File: config.mk
export PLATFORM = sky130hd
export DESIGN_NAME = acc_conversion_control
export DESIGN_NICKNAME = d
export VERILOG_FILES = /design/src/inc/acc_pkg.sv /design/src/logic/acc_trigger_sync.sv /design/src/logic/acc_conversion_control.sv
export SDC_FILE = /design/constraint.sdc
export NUM_CORES = 1
export LEC_CHECK = 0
export ABC_AREA = 1
export BUFFER_PORTS_ARGS = -buffer_cell sky130_fd_sc_hd__buf_2
export CAP_MARGIN = 10
export CORE_UTILIZATION = 47
export CTS_CLUSTER_SIZE = 10
export DETAILED_ROUTE_END_ITERATION = 10
export PLACE_DENSITY = 0.79
export SLEW_MARGIN = 10
export SYNTH_ARGS = -nofsm -noshare
export SYNTH_HDL_FRONTEND = slang
export SYNTH_SLANG_ARGS = --single-unit
File: constraint.sdc
create_clock -name clk_sys -period 2.1 [get_ports clk_sys]
set_clock_uncertainty 0.1 [all_clocks]
set_input_delay 0.105 -clock clk_sys [delete_from_list [all_inputs] [get_ports clk_sys]]
set_output_delay 0.105 -clock clk_sys [all_outputs]
set_load 0.01 [all_outputs]
File: src/inc/acc_pkg.sv
// package for the converter control block: map, fields, timing
`default_nettype none
package acc_pkg;
    localparam logic [7:0] OFF_SC1 = 8'h00;
    localparam logic [7:0] OFF_SC2 = 8'h04;
    localparam logic [7:0] OFF_RESULT_LOW = 8'h08;
    localparam logic [7:0] OFF_RESULT_HIGH = 8'h0c;
    localparam logic [7:0] OFF_COMPARE_LOW = 8'h10;
    localparam logic [7:0] OFF_COMPARE_HIGH = 8'h14;
    localparam int SC1_DONE_BIT = 7;
    localparam int SC1_IEN_BIT = 6;
    localparam int SC1_CONT_BIT = 5;
    localparam int SC2_ACTIVE_BIT = 7;
    localparam int SC2_TRIG_BIT = 6;
    localparam int SC2_CMPEN_BIT = 5;
    localparam int SC2_CMPGT_BIT = 4;
    localparam logic [4:0] CH_RESERVED = 5'h1c;
    localparam logic [4:0] CH_HIGH_REF = 5'h1d;
    localparam logic [4:0] CH_LOW_REF = 5'h1e;
    localparam logic [4:0] CH_DISABLE = 5'h1f;
    localparam logic [4:0] CH_RESET = CH_DISABLE;
    localparam int CONV_TIME_NS = 2000;
    localparam int CLK_PERIOD_NS = 8;
    localparam int CONV_CYCLES = (CONV_TIME_NS + CLK_PERIOD_NS - 1) / CLK_PERIOD_NS;
    localparam logic [1:0] HTRANS_NONSEQ = 2'h2;
    localparam logic [1:0] HRESP_OKAY = 2'h0;
    typedef struct packed {
        logic done_interrupt_enable;
        logic continuous_enable;
        logic [4:0] channel_select;
    } acc_sc1_s;
    typedef struct packed {
        logic trigger_select;
        logic compare_enable;
        logic compare_greater;
    } acc_sc2_s;
    typedef enum logic [1:0] {ST_IDLE, ST_CONVERT} acc_state_e;
endpackage : acc_pkg
`default_nettype wire

File: src/logic/acc_trigger_sync.sv
// trigger synchroniser and rising edge detector
`timescale 1ns/1ps
`default_nettype none
module acc_trigger_sync (
    input wire logic clk_sys,
    input wire logic resetn,
    input wire logic trig_in,
    output logic trig_pulse
);
    logic meta_reg;
    logic sync_reg;
    logic last_reg;
    always_ff @(posedge clk_sys or negedge resetn) begin
        if (!resetn) begin
            meta_reg <= 1'b0;
            sync_reg <= 1'b0;
            last_reg <= 1'b0;
        end else begin
            meta_reg <= trig_in;
            sync_reg <= meta_reg;
            last_reg <= sync_reg;
        end
    end
    assign trig_pulse = sync_reg & ~last_reg;
endmodule : acc_trigger_sync
`default_nettype wire

File: src/logic/acc_conversion_control.sv
// converter control: status/control registers, sequencing, ahb-lite slave
// Operation
// - any write to control one aborts, and restarts only with software trigger selected, unless channel is all ones
// - done flag is read only; writes never set it
// - compare off: done flag sets at every conversion end
// - compare on: done flag sets only when compare holds
// - done flag clears on control one write or result low read
// - interrupt request when done flag sets with enable high
// - continuous off: one conversion per write or trigger
// - continuous on: back to back conversions after write or trigger
// - channel field is bits 4 to 0 of control one
// - codes 0..27 inputs, 28 reserved, 29 high ref, 30 low ref
// - all ones channel powers converter off and isolates input
// - leaving continuous via all ones runs no extra conversion
// - single mode returns to low power idle after each conversion
// - trigger select in control two picks software or hardware start
// - compare enable in control two gates done flag setting
// - active bit set at start, cleared at completion or abort
//
// Local design decisions: the AHB-Lite slave port and the register addresses.
`timescale 1ns/1ps
`default_nettype none
module acc_conversion_control #(
    parameter int CONV_CYCLES = acc_pkg::CONV_CYCLES
) (
    input wire logic clk_sys,
    input wire logic resetn,
    input wire logic hsel,
    input wire logic [7:0] haddr,
    input wire logic [1:0] htrans,
    input wire logic hwrite,
    input wire logic [2:0] hsize,
    input wire logic [31:0] hwdata,
    input wire logic hready,
    output logic [31:0] hrdata,
    output logic hreadyout,
    output logic hresp,
    input wire logic hardware_trigger_input,
    input wire logic [9:0] sample_result,
    output logic [4:0] mux_select,
    output logic mux_isolate,
    output logic converter_power,
    output logic sample_start,
    output logic conversion_done_irq
);
    ////////////////////////////////////////////////////////////////////
    // bus address phase capture
    logic wr_pend_reg;
    logic [7:0] addr_reg;
    logic [31:0] rdata_reg;
    logic addr_phase;
    assign addr_phase = hsel
        & hready
        & (htrans == acc_pkg::HTRANS_NONSEQ);

    // write data phase follows a write address phase
    always_ff @(posedge clk_sys or negedge resetn) begin
        if (!resetn) begin
            wr_pend_reg <= 1'b0;
        end else begin
            wr_pend_reg <= addr_phase & hwrite;
        end
    end

    // address kept for the data phase
    always_ff @(posedge clk_sys or negedge resetn) begin
        if (!resetn) begin
            addr_reg <= 8'h00;
        end else if (addr_phase) begin
            addr_reg <= haddr;
        end
    end

    logic wr_sc1;
    logic wr_sc2;
    logic rd_low;
    logic rd_now;
    assign wr_sc1 = wr_pend_reg & (addr_reg == acc_pkg::OFF_SC1);
    assign wr_sc2 = wr_pend_reg & (addr_reg == acc_pkg::OFF_SC2);
    assign rd_now = addr_phase & ~hwrite;
    assign rd_low = rd_now & (haddr == acc_pkg::OFF_RESULT_LOW);

    ////////////////////////////////////////////////////////////////////
    // trigger
    logic hw_trig;
    acc_trigger_sync u_sync (
        .clk_sys(clk_sys),
        .resetn(resetn),
        .trig_in(hardware_trigger_input),
        .trig_pulse(hw_trig)
    );

    ////////////////////////////////////////////////////////////////////
    // registers
    acc_pkg::acc_sc1_s sc1_reg;
    acc_pkg::acc_sc2_s sc2_reg;
    logic [9:0] cmp_reg;
    logic [9:0] result_reg;
    logic done_reg;

    always_ff @(posedge clk_sys or negedge resetn) begin
        if (!resetn) begin
            sc1_reg <= '{1'b0, 1'b0, acc_pkg::CH_RESET};
        end else if (wr_sc1) begin
            sc1_reg.done_interrupt_enable <= hwdata[acc_pkg::SC1_IEN_BIT];
            sc1_reg.continuous_enable <= hwdata[acc_pkg::SC1_CONT_BIT];
            sc1_reg.channel_select <= hwdata[4:0];
        end
    end

    always_ff @(posedge clk_sys or negedge resetn) begin
        if (!resetn) begin
            sc2_reg <= '0;
        end else if (wr_sc2) begin
            sc2_reg.trigger_select <= hwdata[acc_pkg::SC2_TRIG_BIT];
            sc2_reg.compare_enable <= hwdata[acc_pkg::SC2_CMPEN_BIT];
            sc2_reg.compare_greater <= hwdata[acc_pkg::SC2_CMPGT_BIT];
        end
    end

    always_ff @(posedge clk_sys or negedge resetn) begin
        if (!resetn) begin
            cmp_reg <= 10'h000;
        end else if (wr_pend_reg && addr_reg == acc_pkg::OFF_COMPARE_LOW) begin
            cmp_reg[7:0] <= hwdata[7:0];
        end else if (wr_pend_reg && addr_reg == acc_pkg::OFF_COMPARE_HIGH) begin
            cmp_reg[9:8] <= hwdata[1:0];
        end
    end

    ////////////////////////////////////////////////////////////////////
    // conversion sequencer
    acc_pkg::acc_state_e state_reg;
    logic [15:0] count_reg;
    logic conv_end;
    logic start_req;
    logic cmp_true;
    logic disabled_next;
    logic sw_start;
    logic cont_again;
    assign conv_end = (state_reg == acc_pkg::ST_CONVERT)
        && (count_reg == 16'(CONV_CYCLES - 1));
    assign disabled_next = (hwdata[4:0] == acc_pkg::CH_DISABLE);
    assign sw_start = wr_sc1 && !disabled_next && !sc2_reg.trigger_select;
    assign cont_again = conv_end && sc1_reg.continuous_enable;

    // software start on write, hardware start on trigger edge
    always_comb begin
        start_req = 1'b0;
        if (sc1_reg.channel_select != acc_pkg::CH_DISABLE) begin
            if (sc2_reg.trigger_select) begin
                start_req = hw_trig;
            end else if (cont_again) begin
                start_req = 1'b1;
            end
            if (sc2_reg.trigger_select && cont_again) begin
                start_req = 1'b1;
            end
        end
    end

    // compare condition on the result being finished
    assign cmp_true = sc2_reg.compare_greater
        ? (sample_result >= cmp_reg)
        : (sample_result < cmp_reg);

    // idle or converting; a control one write always wins
    always_ff @(posedge clk_sys or negedge resetn) begin
        if (!resetn) begin
            state_reg <= acc_pkg::ST_IDLE;
        end else if (wr_sc1) begin
            if (disabled_next) begin
                state_reg <= acc_pkg::ST_IDLE;
            end else if (!sc2_reg.trigger_select) begin
                state_reg <= acc_pkg::ST_CONVERT;
            end else begin
                state_reg <= acc_pkg::ST_IDLE;
            end
        end else if (start_req) begin
            state_reg <= acc_pkg::ST_CONVERT;
        end else if (conv_end) begin
            state_reg <= acc_pkg::ST_IDLE;
        end
    end

    // conversion time counter
    always_ff @(posedge clk_sys or negedge resetn) begin
        if (!resetn) begin
            count_reg <= 16'h0000;
        end else if (wr_sc1 || start_req || conv_end) begin
            count_reg <= 16'h0000;
        end else if (state_reg == acc_pkg::ST_CONVERT) begin
            count_reg <= count_reg + 16'h0001;
        end
    end

    // one pulse per conversion start
    always_ff @(posedge clk_sys or negedge resetn) begin
        if (!resetn) begin
            sample_start <= 1'b0;
        end else begin
            sample_start <= sw_start
                || (!wr_sc1 && start_req);
        end
    end

    ////////////////////////////////////////////////////////////////////
    // result and done flag
    logic done_set;
    assign done_set = conv_end
        && !wr_sc1
        && (!sc2_reg.compare_enable || cmp_true);

    always_ff @(posedge clk_sys or negedge resetn) begin
        if (!resetn) begin
            result_reg <= 10'h000;
        end else if (done_set) begin
            result_reg <= sample_result;
        end
    end

    // no write path sets the flag
    always_ff @(posedge clk_sys or negedge resetn) begin
        if (!resetn) begin
            done_reg <= 1'b0;
        end else if (done_set) begin
            done_reg <= 1'b1;
        end else if (wr_sc1 || rd_low) begin
            done_reg <= 1'b0;
        end
    end

    always_ff @(posedge clk_sys or negedge resetn) begin
        if (!resetn) begin
            conversion_done_irq <= 1'b0;
        end else begin
            conversion_done_irq <= sc1_reg.done_interrupt_enable & (done_reg | done_set);
        end
    end

    ////////////////////////////////////////////////////////////////////
    // analog side controls
    logic [4:0] ch_use;
    assign ch_use = wr_sc1 ? hwdata[4:0] : sc1_reg.channel_select;

    // channel code to the input mux
    always_ff @(posedge clk_sys or negedge resetn) begin
        if (!resetn) begin
            mux_select <= acc_pkg::CH_RESET;
        end else begin
            mux_select <= ch_use;
        end
    end

    // input cut off for disable and reserved codes
    always_ff @(posedge clk_sys or negedge resetn) begin
        if (!resetn) begin
            mux_isolate <= 1'b1;
        end else begin
            mux_isolate <= (ch_use == acc_pkg::CH_DISABLE)
                || (ch_use == acc_pkg::CH_RESERVED);
        end
    end

    // converter powered only while a conversion runs
    always_ff @(posedge clk_sys or negedge resetn) begin
        if (!resetn) begin
            converter_power <= 1'b0;
        end else begin
            converter_power <= (state_reg == acc_pkg::ST_CONVERT)
                && !conv_end
                && !wr_sc1;
        end
    end

    ////////////////////////////////////////////////////////////////////
    // read data
    logic active;
    assign active = (state_reg == acc_pkg::ST_CONVERT);
    always_comb begin
        rdata_reg = 32'h0000_0000;
        unique case (haddr)
            acc_pkg::OFF_SC1: begin
                rdata_reg[acc_pkg::SC1_DONE_BIT] = done_reg;
                rdata_reg[acc_pkg::SC1_IEN_BIT] = sc1_reg.done_interrupt_enable;
                rdata_reg[acc_pkg::SC1_CONT_BIT] = sc1_reg.continuous_enable;
                rdata_reg[4:0] = sc1_reg.channel_select;
            end
            acc_pkg::OFF_SC2: begin
                rdata_reg[acc_pkg::SC2_ACTIVE_BIT] = active;
                rdata_reg[acc_pkg::SC2_TRIG_BIT] = sc2_reg.trigger_select;
                rdata_reg[acc_pkg::SC2_CMPEN_BIT] = sc2_reg.compare_enable;
                rdata_reg[acc_pkg::SC2_CMPGT_BIT] = sc2_reg.compare_greater;
            end
            acc_pkg::OFF_RESULT_LOW: begin
                rdata_reg[7:0] = result_reg[7:0];
            end
            acc_pkg::OFF_RESULT_HIGH: begin
                rdata_reg[1:0] = result_reg[9:8];
            end
            acc_pkg::OFF_COMPARE_LOW: begin
                rdata_reg[7:0] = cmp_reg[7:0];
            end
            acc_pkg::OFF_COMPARE_HIGH: begin
                rdata_reg[1:0] = cmp_reg[9:8];
            end
            default: rdata_reg = 32'h0000_0000;
        endcase
    end

    always_ff @(posedge clk_sys or negedge resetn) begin
        if (!resetn) begin
            hrdata <= 32'h0000_0000;
        end else if (rd_now) begin
            hrdata <= rdata_reg;
        end
    end

    // zero wait states
    always_ff @(posedge clk_sys or negedge resetn) begin
        if (!resetn) begin
            hreadyout <= 1'b1;
        end else begin
            hreadyout <= 1'b1;
        end
    end

    // every transfer answered okay
    always_ff @(posedge clk_sys or negedge resetn) begin
        if (!resetn) begin
            hresp <= 1'b0;
        end else begin
            hresp <= acc_pkg::HRESP_OKAY[0];
        end
    end
endmodule : acc_conversion_control
`default_nettype wire

==> results of run 1 <==
[how the worst max path moves through the flow]
stage                                        start                        end  slack, ns  cells past startpoint
after floorplan             cmp_reg[9]$_DFFE_PN0P_  result_reg[0]$_DFFE_PN0P_       0.32                     11
after global placement     addr_reg[7]$_DFFE_PN0P_  result_reg[4]$_DFFE_PN0P_       0.18                      8
after detailed placement   addr_reg[7]$_DFFE_PN0P_  result_reg[4]$_DFFE_PN0P_       0.14                      8
after CTS                  addr_reg[7]$_DFFE_PN0P_  result_reg[8]$_DFFE_PN0P_       0.12                      8
after global routing        cmp_reg[5]$_DFFE_PN0P_  result_reg[4]$_DFFE_PN0P_      0.003                     12
final                     count_reg[1]$_DFFE_PN0P_  result_reg[2]$_DFFE_PN0P_       0.16                      9
[power by group through the flow]
stage	combinational, uW	clock (uW)	sequential (uW)
final	634	1310	1830
after floorplan	393	0	1840
after global routing	724	1390	1850
after detailed placement	587	0	1850
after global placement	566	0	1840
after CTS	628	1320	1830
[stage by stage]
stage	setup slack, ns	total power (uW)	hold slack [ns]	area (sq um)
3_5_place_dp	0.1415	2439	0.01156	4257
3_3_place_gp	0.1825	2409	-0.002843	4257
4_1_cts	0.1249	3771	0.003434	4745
2_1_floorplan	0.3201	2233	-0.2906	4068
5_1_grt	0.003154	3968	0.02215	4763
6_report	0.1557	3766	-0.0002144	4763
[cell usage in the layout (no fill, tap or decap), types with 3 or more instances in the layout]
| master | instances |
|---|---|
| buf_4 | 8 |
| xor2_1 | 10 |
| nand3_1 | 30 |
| buf_2 | 49 |
| bufinv_16 | 3 |
| clkinv_2 | 3 |
| inv_1 | 61 |
| nand2_1 | 106 |
| conb_1 | 26 |
| ha_1 | 12 |
| nor3_1 | 8 |
| a21oi_1 | 8 |
| clkbuf_8 | 9 |
| o21ai_0 | 41 |
| nor2_2 | 3 |
| dlygate4sd3_1 | 26 |
| nor2_1 | 34 |
| nand4_1 | 18 |
| dfrtp_1 | 66 |
| dfstp_2 | 11 |
| o22ai_1 | 3 |
[layer usage]
layer / wire (um) / share of wire, % / GRT usage (%)
met5: 0 / 0 / 0
met1: 3770 / 43 / 28.47
met3: 480 / 5.5 / 4.045
met4: 173 / 2.0 / 9.487
met2: 4308 / 49 / 36.31
[area by class of cell]
class	count	area, sq um
Multi-Input combinational cell	321	1644
Clock buffer	10	127.6
Timing Repair Buffer	84	585.6
Tap cell	105	131.4
Sequential cell	77	1941
Inverter	62	234.0
Fill cell	733	3453
Clock inverter	5	100.1
[repair_timing]
| item | in CTS | in global routing |
|---|---|---|
| endpoints found under the hold margin | 74 | 0 |
| setup endpoints to repair | 0 | 13 |
| hold buffers | 26 | 0 |
| setup buffers | 0 | 0 |
| gates resized for setup | 0 | 6 |
[cells in the mapped netlist (3+ instances only)]
master / number / area [sq um]
clkbuf_1: 5 / 18.77
dfrtp_1: 66 / 1652
dfstp_2: 11 / 289.0
inv_1: 61 / 229.0
nand2_1: 106 / 397.9
o22ai_1: 3 / 18.77
xor2_1: 10 / 87.58
a21oi_1: 9 / 45.04
nand3_1: 30 / 150.1
buf_4: 28 / 210.2
ha_1: 12 / 150.1
nor2_1: 36 / 135.1
nor3_1: 9 / 45.04
nand4_1: 18 / 112.6
o21ai_0: 41 / 205.2
buf_6: 3 / 33.78
[cells by family after synthesis]
| logic type | after synthesis |
|---|---|
| XOR/XNOR | 11 |
| flip-flops | 77 |
| adder cells (fa/ha/maj) | 12 |
| buffers and inverters | 99 |
| other | 2 |
| AO/OA/AOI/OAI | 62 |
| multiplexers | 1 |
| AND/OR/NAND/NOR | 209 |
[worst register-to-register path: stages (launching register included)]
cell and delay [ns]:
dfrtp_1 0.44, inv_1 0.08, ha_1 0.14, nand3_1 0.07, nor2_1 0.15, nand3_1 0.19, nor2_1 0.32, buf_4 0.24
nand3_1 0.09, nand2_1 0.08
==> flow_summary.yaml, run 1 <==
layout:
  final_cells: 664
  drive_gt1_share_pct: 17.89
  antennaDiodeCount: 0
  largest_reg_flops: 16
  syn_to_final_growth_pct: 19.75
  finalNetCount: 628
  fin_util_pct: 57.97
min_path:
  min_path_cells: 3
  min_from: "haddr[2]"
  hp-class: "in2reg"
  holdPathEnd: "addr_reg[2]$_DFFE_PN0P_"
drt:
  routed_wl_mm: 8.733
  drc: 0
  vias: 3365
  routedWlPerCell_um: 13.15
  first_pass_iters: 5
  via_per_inst: 5.068
  first_iter_violations: 298
  antenna_left: 0
sta:
  worst_pin_slew_ns: 0.5017
  finalCritPeriodShare_pct: 92.59
  finalMaxSlewViolations: 0
  finalCriticalPeriod_ns: 1.944
  finalSetupViolCount: 0
  max_slew_margin_pct: 66.37
  finalHoldViolCount: 1
  fin_hold_ws_ns: -0.0002144
  fmax_mhz: 514.3
  rsz0062_at_grt: "false"
  tns_ns: 0
setup_path:
  reg2reg_to: "result_reg[2]$_DFFE_PN0P_"
  ff2ff_path_depth: 9
  critPathSlowestCell: "dfrtp_1"
  start_kind: "register"
  crit_top_cell: "nand3_1"
  required_ns: 2.29
  end_kind: "register"
  crit_buf_inv: 2
  max_stage_delay_ns: 0.44
  worstPathArrival_ns: 2.14
  worstPathCellList: "inv_1 > ha_1 > nand3_1 > nor2_1 > nand3_1 > nor2_1 > buf_4 > nand3_1 > nand2_1"
  cp_max_fo: 10
  r2r_slack_ns: 0.16
  critPathTopFamily: "simple AND/OR/NAND/NOR gates"
  r2r_start: "count_reg[1]$_DFFE_PN0P_"
  worstSetupPathType: "reg2reg"
floorplanning:
  rows: 33
  die_area_sq_um: 8835
  design.portCount: 104
  dieWidth_um: 94.00
  core_sq_um: 8217
  die_h_um: 94.00
  start_util_pct: 48.41
global_route:
  grt_max_degree: 40
  grt_pass1_wl_mm: 14.92
  grt.total_usage_pct: 22.08
  overflow: 0
  antenna_found_initial: 0
  grt_pass1_vias: 3280
yosys:
  async_reset_ff_share_pct: 100.0
  synth_cell_types: 36
  synth_xor_area_share_pct: 2.422
  synth_mux_area_share_pct: 0.2831
  synth_top_family_by_area: "simple AND/OR/NAND/NOR gates"
  synth_compound_area_share_pct: 8.651
  avgSynthCellArea_sq_um: 8.409
  synthAdderAreaFrac_pct: 3.775
  synthSimpleGateAreaFrac_pct: 23.28
  syn_inst: 473
  synth-main-ff-cell: "dfrtp_1"
  synth-edff-count: 0
  synth.cell_area_sq_um: 3978
  yosys_warnings: 0
  yosysSeqAreaShare_pct: 48.79
  synth_seq_cells: 77
run:
  drv_cap: 0
placed_design:
  place.gp.congestion: 0.8581
  placed_cells: 623
  io_buffers: 50
  dp_hpwl_mm: 6.342
power:
  internal_power_uw: 2729
  vdd_drop_max_mv: 0.5599
  seqPwrFrac_pct: 48.5
  cellLeakagePower_uw: 0.002571
  power_frac_clock_pct: 34.7
  swShare_pct: 27.53
  p_sw_uw: 1037
  pwr-share-comb_pct: 16.8
  power_density_nw_per_um2: 790.7
status:
  status: "complete, but fails checks"
  violations: "hold timing"
clocking:
  cts_buffers: 9
  root_buffer: "clkbuf_8"
  tritoncts: "built"
  ctsHtreeMaxLevel: 3
  cts.clk_slew.worst_paths_ns: 0.08
  clock_path_buffers: 2
  cts_sinks: 77
  worstSkewPairLatency_ns: 0.35
No activity file was read; power rests on OpenSTA's default activity.
==> run 2, diff against run 1 <==
BUFFER_PORTS_ARGS = not set   (was -buffer_cell sky130_fd_sc_hd__buf_2)
DONT_BUFFER_PORTS = 1   (was not set)
PLACE_DENSITY = 0.69   (was 0.79)
==> run 2 against run 1 <==
  * The run now ends clean
  * Fmax is 1.8% higher
  * Largest power group unchanged
  * Global-route usage decreased by 0.16 points
  * Cell area fell by 5.6%
  * Non-clock buffer count fell by 46
  * Critical path depth is the same
  * Count of clock-buffer cells in the layout unchanged
  * Routed wire length about the same
  * Die area is the same
==> flow_summary.yaml, run 2 (same netlist as run 1, synthesis figures left out) <==
min_path:
  min_path_cells: 3
  hp-class: "in2reg"
  min_from: "hready"
  holdPathEnd: "wr_pend_reg$_DFF_PN0_"
clocking:
  clock_path_buffers: 2
  ctsHtreeMaxLevel: 3
  root_buffer: "clkbuf_8"
  cts_buffers: 9
  worstSkewPairLatency_ns: 0.35
  cts_sinks: 77
  tritoncts: "built"
  cts.clk_slew.worst_paths_ns: 0.08
sta:
  rsz0062_at_grt: "false"
  worst_pin_slew_ns: 0.5570
  finalHoldViolCount: 0
  fmax_mhz: 523.6
  finalCritPeriodShare_pct: 90.95
  finalSetupViolCount: 0
  max_slew_margin_pct: 62.67
  tns_ns: 0
  finalCriticalPeriod_ns: 1.910
  finalMaxSlewViolations: 0
power:
  cellLeakagePower_uw: 0.002356
  swShare_pct: 30.55
  vdd_drop_max_mv: 0.5121
  power_frac_clock_pct: 29.6
  power_density_nw_per_um2: 758.4
  p_sw_uw: 1042
  internal_power_uw: 2368
  pwr-share-comb_pct: 15.8
  seqPwrFrac_pct: 54.6
  total_power_uw: 3409
drt:
  dr.max_layer_used: "met4"
  wl_met2_mm: 4.231
  routedWlPerCell_um: 14.11
  vias: 3178
  drt-met1-wl_mm: 3.925
  first_pass_iters: 4
  wl_met3_um: 386
  antenna_left: 0
  via_per_inst: 5.134
  drc: 0
  first_iter_violations: 184
  routed_wl_mm: 8.737
placed_design:
  place.gp.congestion: 0.8591
  dp_hpwl_mm: 6.324
  dpl_cell_area_sq_um: 3991
  io_buffers: 0
floorplanning:
  start_util_pct: 48.41
  core_sq_um: 8217
  rows: 33
  design.portCount: 104
  die_area_sq_um: 8835
  die_h_um: 94.00
  dieWidth_um: 94.00
layout:
  final_common_cell: "nand2_1"
  design_area_sq_um: 4496
  regArea_sq_um: 1941
  syn_to_final_growth_pct: 13.02
  drive_gt1_share_pct: 9.728
  nFillCells: 756
  largest_reg_flops: 16
  multi_input_area_sq_um: 1635
  antennaDiodeCount: 0
  finalNetCount: 582
  fin_util_pct: 54.71
  layout_common_cells: "106 x nand2_1, 66 x dfrtp_1, 61 x inv_1"
global_route:
  grt_max_degree: 78
  grt_pass1_vias: 3243
  grt_pass1_wl_mm: 14.70
  overflow: 0
  grt.total_usage_pct: 21.92
  antenna_found_initial: 0
setup_path:
  cp_max_fo: 10
  start_kind: "register"
  end_kind: "register"
  r2r_slack_ns: 0.19
  worstPathArrival_ns: 2.10
  worstSetupPathType: "reg2reg"
  reg2reg_to: "result_reg[2]$_DFFE_PN0P_"
  ff2ff_path_depth: 9
  required_ns: 2.29
  r2r_start: "count_reg[1]$_DFFE_PN0P_"
status:
  status: "complete, no violations"
run:
  drv_cap: 0
[run 2: per-layer routing]
| metal | vias to the layer above | global-route usage [%] |
|---|---|---|
| met3 | 17 | 4.612 |
| met1 | 1515 | 27.61 |
| met5 | - | 0 |
| li1 | 1549 | - |
| met2 | 97 | 36.31 |
| met4 | 0 | 9.487 |
[run 2: power groups by stage]
stage          logic, uW  registers (uW)  clock network [uW]
2_1_floorplan        393            1840                   0
3_3_place_gp         434            1880                   0
3_5_place_dp         454            1890                   0
4_1_cts              540            1860                1040
5_1_grt              623            1880                1100
6_report             539            1860                1010
[run 2: worst max-delay path, cell delays in order, from the launching register on]
cell     delay, ns
dfrtp_1       0.43
inv_1         0.08
ha_1          0.15
nand3_1       0.07
nor2_1        0.12
nand3_1       0.18
nor2_1        0.32
buf_4         0.23
nand3_1       0.10
nand2_1       0.08
[run 2: layout make-up]
cell class | instances | share of cell area [%]
Multi-Input combinational cell | 321 | 36.38
Tap cell | 105 | 2.922
Clock inverter | 6 | 0.8628
Inverter | 62 | 5.205
Sequential cell | 77 | 43.17
Timing Repair Buffer | 38 | 8.405
Clock buffer | 10 | 3.062
[run 2: timing repair]
action	4_1_cts	5_1_grt
setup endpoints to repair	0	9
gates resized for setup	0	3
setup buffers	0	0
endpoints found under the hold margin	129	0
hold buffers	30	0
[run 2: worst max-delay path by stage]
stage | from | to | depth (start not counted)
global placement | addr_reg[1]$_DFFE_PN0P_ | mux_isolate$_DFF_PN1_ | 7
finish | count_reg[1]$_DFFE_PN0P_ | result_reg[2]$_DFFE_PN0P_ | 9
floorplan | cmp_reg[9]$_DFFE_PN0P_ | result_reg[0]$_DFFE_PN0P_ | 11
detailed placement | addr_reg[1]$_DFFE_PN0P_ | mux_isolate$_DFF_PN1_ | 7
global route | count_reg[1]$_DFFE_PN0P_ | result_reg[4]$_DFFE_PN0P_ | 9
CTS | addr_reg[1]$_DFFE_PN0P_ | mux_isolate$_DFF_PN1_ | 7
[run 2: per-stage QoR]
| stage | setup slack (ns) | hold slack (ns) | std cells |
|---|---|---|---|
| 6_report | 0.1900 | 0.05178 | 619 |
| 5_1_grt | 0.005728 | 0.07444 | 619 |
| 4_1_cts | 0.1748 | 0.04682 | 619 |
| 3_5_place_dp | 0.2062 | -0.2890 | 573 |
| 3_3_place_gp | 0.2344 | -0.2886 | 573 |
| 2_1_floorplan | 0.3201 | -0.2906 | 497 |
==> run 3, diff against run 2 <==
ABC_AREA = not set   (was 1)
==> run 3 against run 2 <==
  * The flow now finishes with violations (setup timing)
  * Non-clock buffer count rose by 47
  * Via count down 2.4%
  * Synthesized cell count decreased by 24%
  * Sequential power down 8%
  * Sequential cell count stayed put
  * Critical path type unchanged
  * Critical endpoint is now result_reg[0]$_DFFE_PN0P_
==> flow_summary.yaml, run 3 <==
setup_path:
  r2r_slack_ns: -0.34
  crit_start: "cmp_reg[2]$_DFFE_PN0P_"
  crit_end: "result_reg[0]$_DFFE_PN0P_"
  worstSetupPathType: "reg2reg"
  required_ns: 2.24
  reg2reg_to: "result_reg[0]$_DFFE_PN0P_"
  cp_max_fo: 8
  worstPathArrival_ns: 2.58
  start_kind: "register"
  end_kind: "register"
  worstPathCellList: "inv_1 > ha_1 > nand4_1 > buf_4 > o311ai_4 > a2111oi_2 > a2111oi_4 > buf_6 > mux2_2"
  r2r_start: "cmp_reg[2]$_DFFE_PN0P_"
  max_stage_delay_ns: 0.37
  ff2ff_path_depth: 9
  critPathSlowestCell: "dfrtp_1"
floorplanning:
  die_h_um: 94.18
  rows: 33
  start_util_pct: 48.61
  design.portCount: 104
  dieWidth_um: 94.18
  die_area_sq_um: 8870
  core_sq_um: 8217
clocking:
  ctsHtreeMaxLevel: 3
  cts_buffers: 9
  clock_path_buffers: 2
  tritoncts: "built"
  worstSkewPairLatency_ns: 0.35
  cts.clk_slew.worst_paths_ns: 0.08
  cts_sinks: 77
  root_buffer: "clkbuf_8"
power:
  power_frac_clock_pct: 38.3
  internal_power_uw: 2860
  vdd_drop_max_mv: 0.6733
  cellLeakagePower_uw: 0.002263
  pwr-share-comb_pct: 16.8
  total_power_uw: 3844
  p_sw_uw: 983.6
  power_density_nw_per_um2: 742.4
  swShare_pct: 25.59
  seqPwrFrac_pct: 44.9
yosys:
  synth_seq_cells: 77
  synth.largest_area_cell: "dfrtp_1"
  yosysSeqAreaShare_pct: 48.59
  syn_inst: 358
  synth_cell_types: 59
  synth-main-ff-cell: "dfrtp_1"
  avgSynthCellArea_sq_um: 11.16
  synth_top_area_share_pct: 41.35
  async_reset_ff_share_pct: 100.0
  yosys-top-cells-count: "66 x dfrtp_1, 41 x mux2_2, 29 x nor2_1"
  yosys_warnings: 0
  synth.cell_area_sq_um: 3994
  ys_top_cells_by_area: "dfrtp_1 41%, mux2_2 12%, dfstp_2 7.2%"
  post-synth-top-count-cell: "dfrtp_1"
  synth-edff-count: 0
status:
  status: "complete, but fails checks"
  violations: "setup timing"
global_route:
  grt_pass1_vias: 3097
  grt_pass1_wl_mm: 15.44
  grt.total_usage_pct: 23.39
  overflow: 0
  grt_max_degree: 78
  antenna_found_initial: 0
layout:
  layout_common_cells: "66 x dfrtp_1, 47 x buf_4, 35 x mux2_2"
  design_area_sq_um: 5177
  syn_to_final_growth_pct: 29.64
  finalNetCount: 515
  regArea_sq_um: 1941
  multi_input_area_sq_um: 2021
  antennaDiodeCount: 0
  final_common_cell: "dfrtp_1"
  drive_gt1_share_pct: 35.57
  nFillCells: 590
  largest_reg_flops: 16
placed_design:
  dp_hpwl_mm: 6.466
  place.gp.congestion: 0.8900
  dp_slack_ns: -0.3572
  io_buffers: 0
  dpl_cell_area_sq_um: 4293
sta:
  fin_ws_ns: -0.3437
  finalSetupViolCount: 14
  fmax_mhz: 409.2
  worst_pin_slew_ns: 0.5833
  finalCriticalPeriod_ns: 2.444
  finalMaxSlewViolations: 0
  max_slew_margin_pct: 61.03
  finalCritPeriodShare_pct: 116.4
  rsz0062_at_grt: "true"
  finalHoldViolCount: 0
drt:
  first_pass_iters: 5
  via_per_inst: 5.620
  vias: 3102
  drc: 0
  routed_wl_mm: 10.35
  antenna_left: 0
  routedWlPerCell_um: 18.75
  first_iter_violations: 332
min_path:
  hp-class: "in2reg"
run:
  drv_cap: 0
==> run 3: metal layers <==
| metal | share of wire, % | routed length [um] | track usage, % | up-vias |
|---|---|---|---|---|
| met3 | 6.0 | 625 | 4.854 | 33 |
| met5 | 0 | 0 | 0 | - |
| met4 | 3.1 | 316 | 11.28 | 0 |
| li1 | - | - | - | 1382 |
| met2 | 49 | 5030 | 35.87 | 137 |
| met1 | 42 | 4378 | 31.43 | 1550 |
==> run 3: kinds of logic (layout without fill, tap and decap cells) <==
| kind of cell | Yosys count | after routing | share of synthesized area, % |
|---|---|---|---|
| xor+xnor | 14 | 14 | 3.070 |
| buf+inv | 51 | 115 | 7.832 |
| simple gates | 107 | 108 | 14.51 |
| flops | 77 | 77 | 48.59 |
| fa+ha+maj | 12 | 12 | 3.759 |
| compound gates | 47 | 47 | 8.679 |
| mux | 48 | 48 | 13.38 |
| other cells | 2 | 26 | 0.1880 |
==> run 3: how the worst min path moves through the flow <==
stage / slack [ns] / from / end / cells past startpoint
2_1_floorplan: -0.29 / resetn / addr_reg[0]$_DFFE_PN0P_ / 0
3_3_place_gp: -0.29 / resetn / count_reg[6]$_DFFE_PN0P_ / 0
3_5_place_dp: -0.29 / resetn / count_reg[6]$_DFFE_PN0P_ / 0
4_1_cts: -0.19 / sample_result[3] / result_reg[3]$_DFFE_PN0P_ / 1
5_1_grt: 0.03 / haddr[3] / hrdata[3]$_DFFE_PN0P_ / 3
6_report: 0.02 / haddr[3] / hrdata[3]$_DFFE_PN0P_ / 3
==> run 3: critical path, delay by kind of cell, from the launching register on <==
kind / cells / cell delay, ns
AO/OA/AOI/OAI: 3 / 0.65
buffers and inverters: 3 / 0.45
flip-flops: 1 / 0.37
multiplexers: 1 / 0.34
adder cells (fa/ha/maj): 1 / 0.28
AND/OR/NAND/NOR: 1 / 0.15
==> run 3: power by group through the flow <==
stage                     clock [uW]  combinational (uW)  sequential (uW)
after floorplan                    0                 335             1750
after global routing            1550                 713             1740
after detailed placement           0                 470             1750
after CTS                       1490                 575             1720
final                           1470                 646             1720
after global placement             0                 449             1740
==> run 3: cell type report <==
type                            count  share of cell area (%)
Multi-Input combinational cell    255                   39.03
Clock buffer                       10                   2.465
Timing Repair Buffer               85                   14.84
Sequential cell                    77                   37.48
Tap cell                          105                   2.537
Clock inverter                      6                   2.634
Inverter                           14                   1.015
==> run 3: stage by stage <==
step	utilization [%]	instances	hold WS [ns]	setup TNS, ns
after global placement	52.25	488	-0.2890	-2.624
after global routing	63.01	552	0.02621	-5.478
final	63.01	552	0.02274	-3.762
after CTS	60.27	541	-0.1920	-3.277
after floorplan	-	382	-0.2906	-1.866
after detailed placement	52.25	488	-0.2890	-3.511
==> run 3: repair_timing <==
action,4_1_cts,5_1_grt
setup endpoints to repair,16,37
setup buffers,7,9
hold buffers,30,1
hold endpoints to repair,130,1
cloned,0,1
resized for setup,5,34
pin swaps,5,20
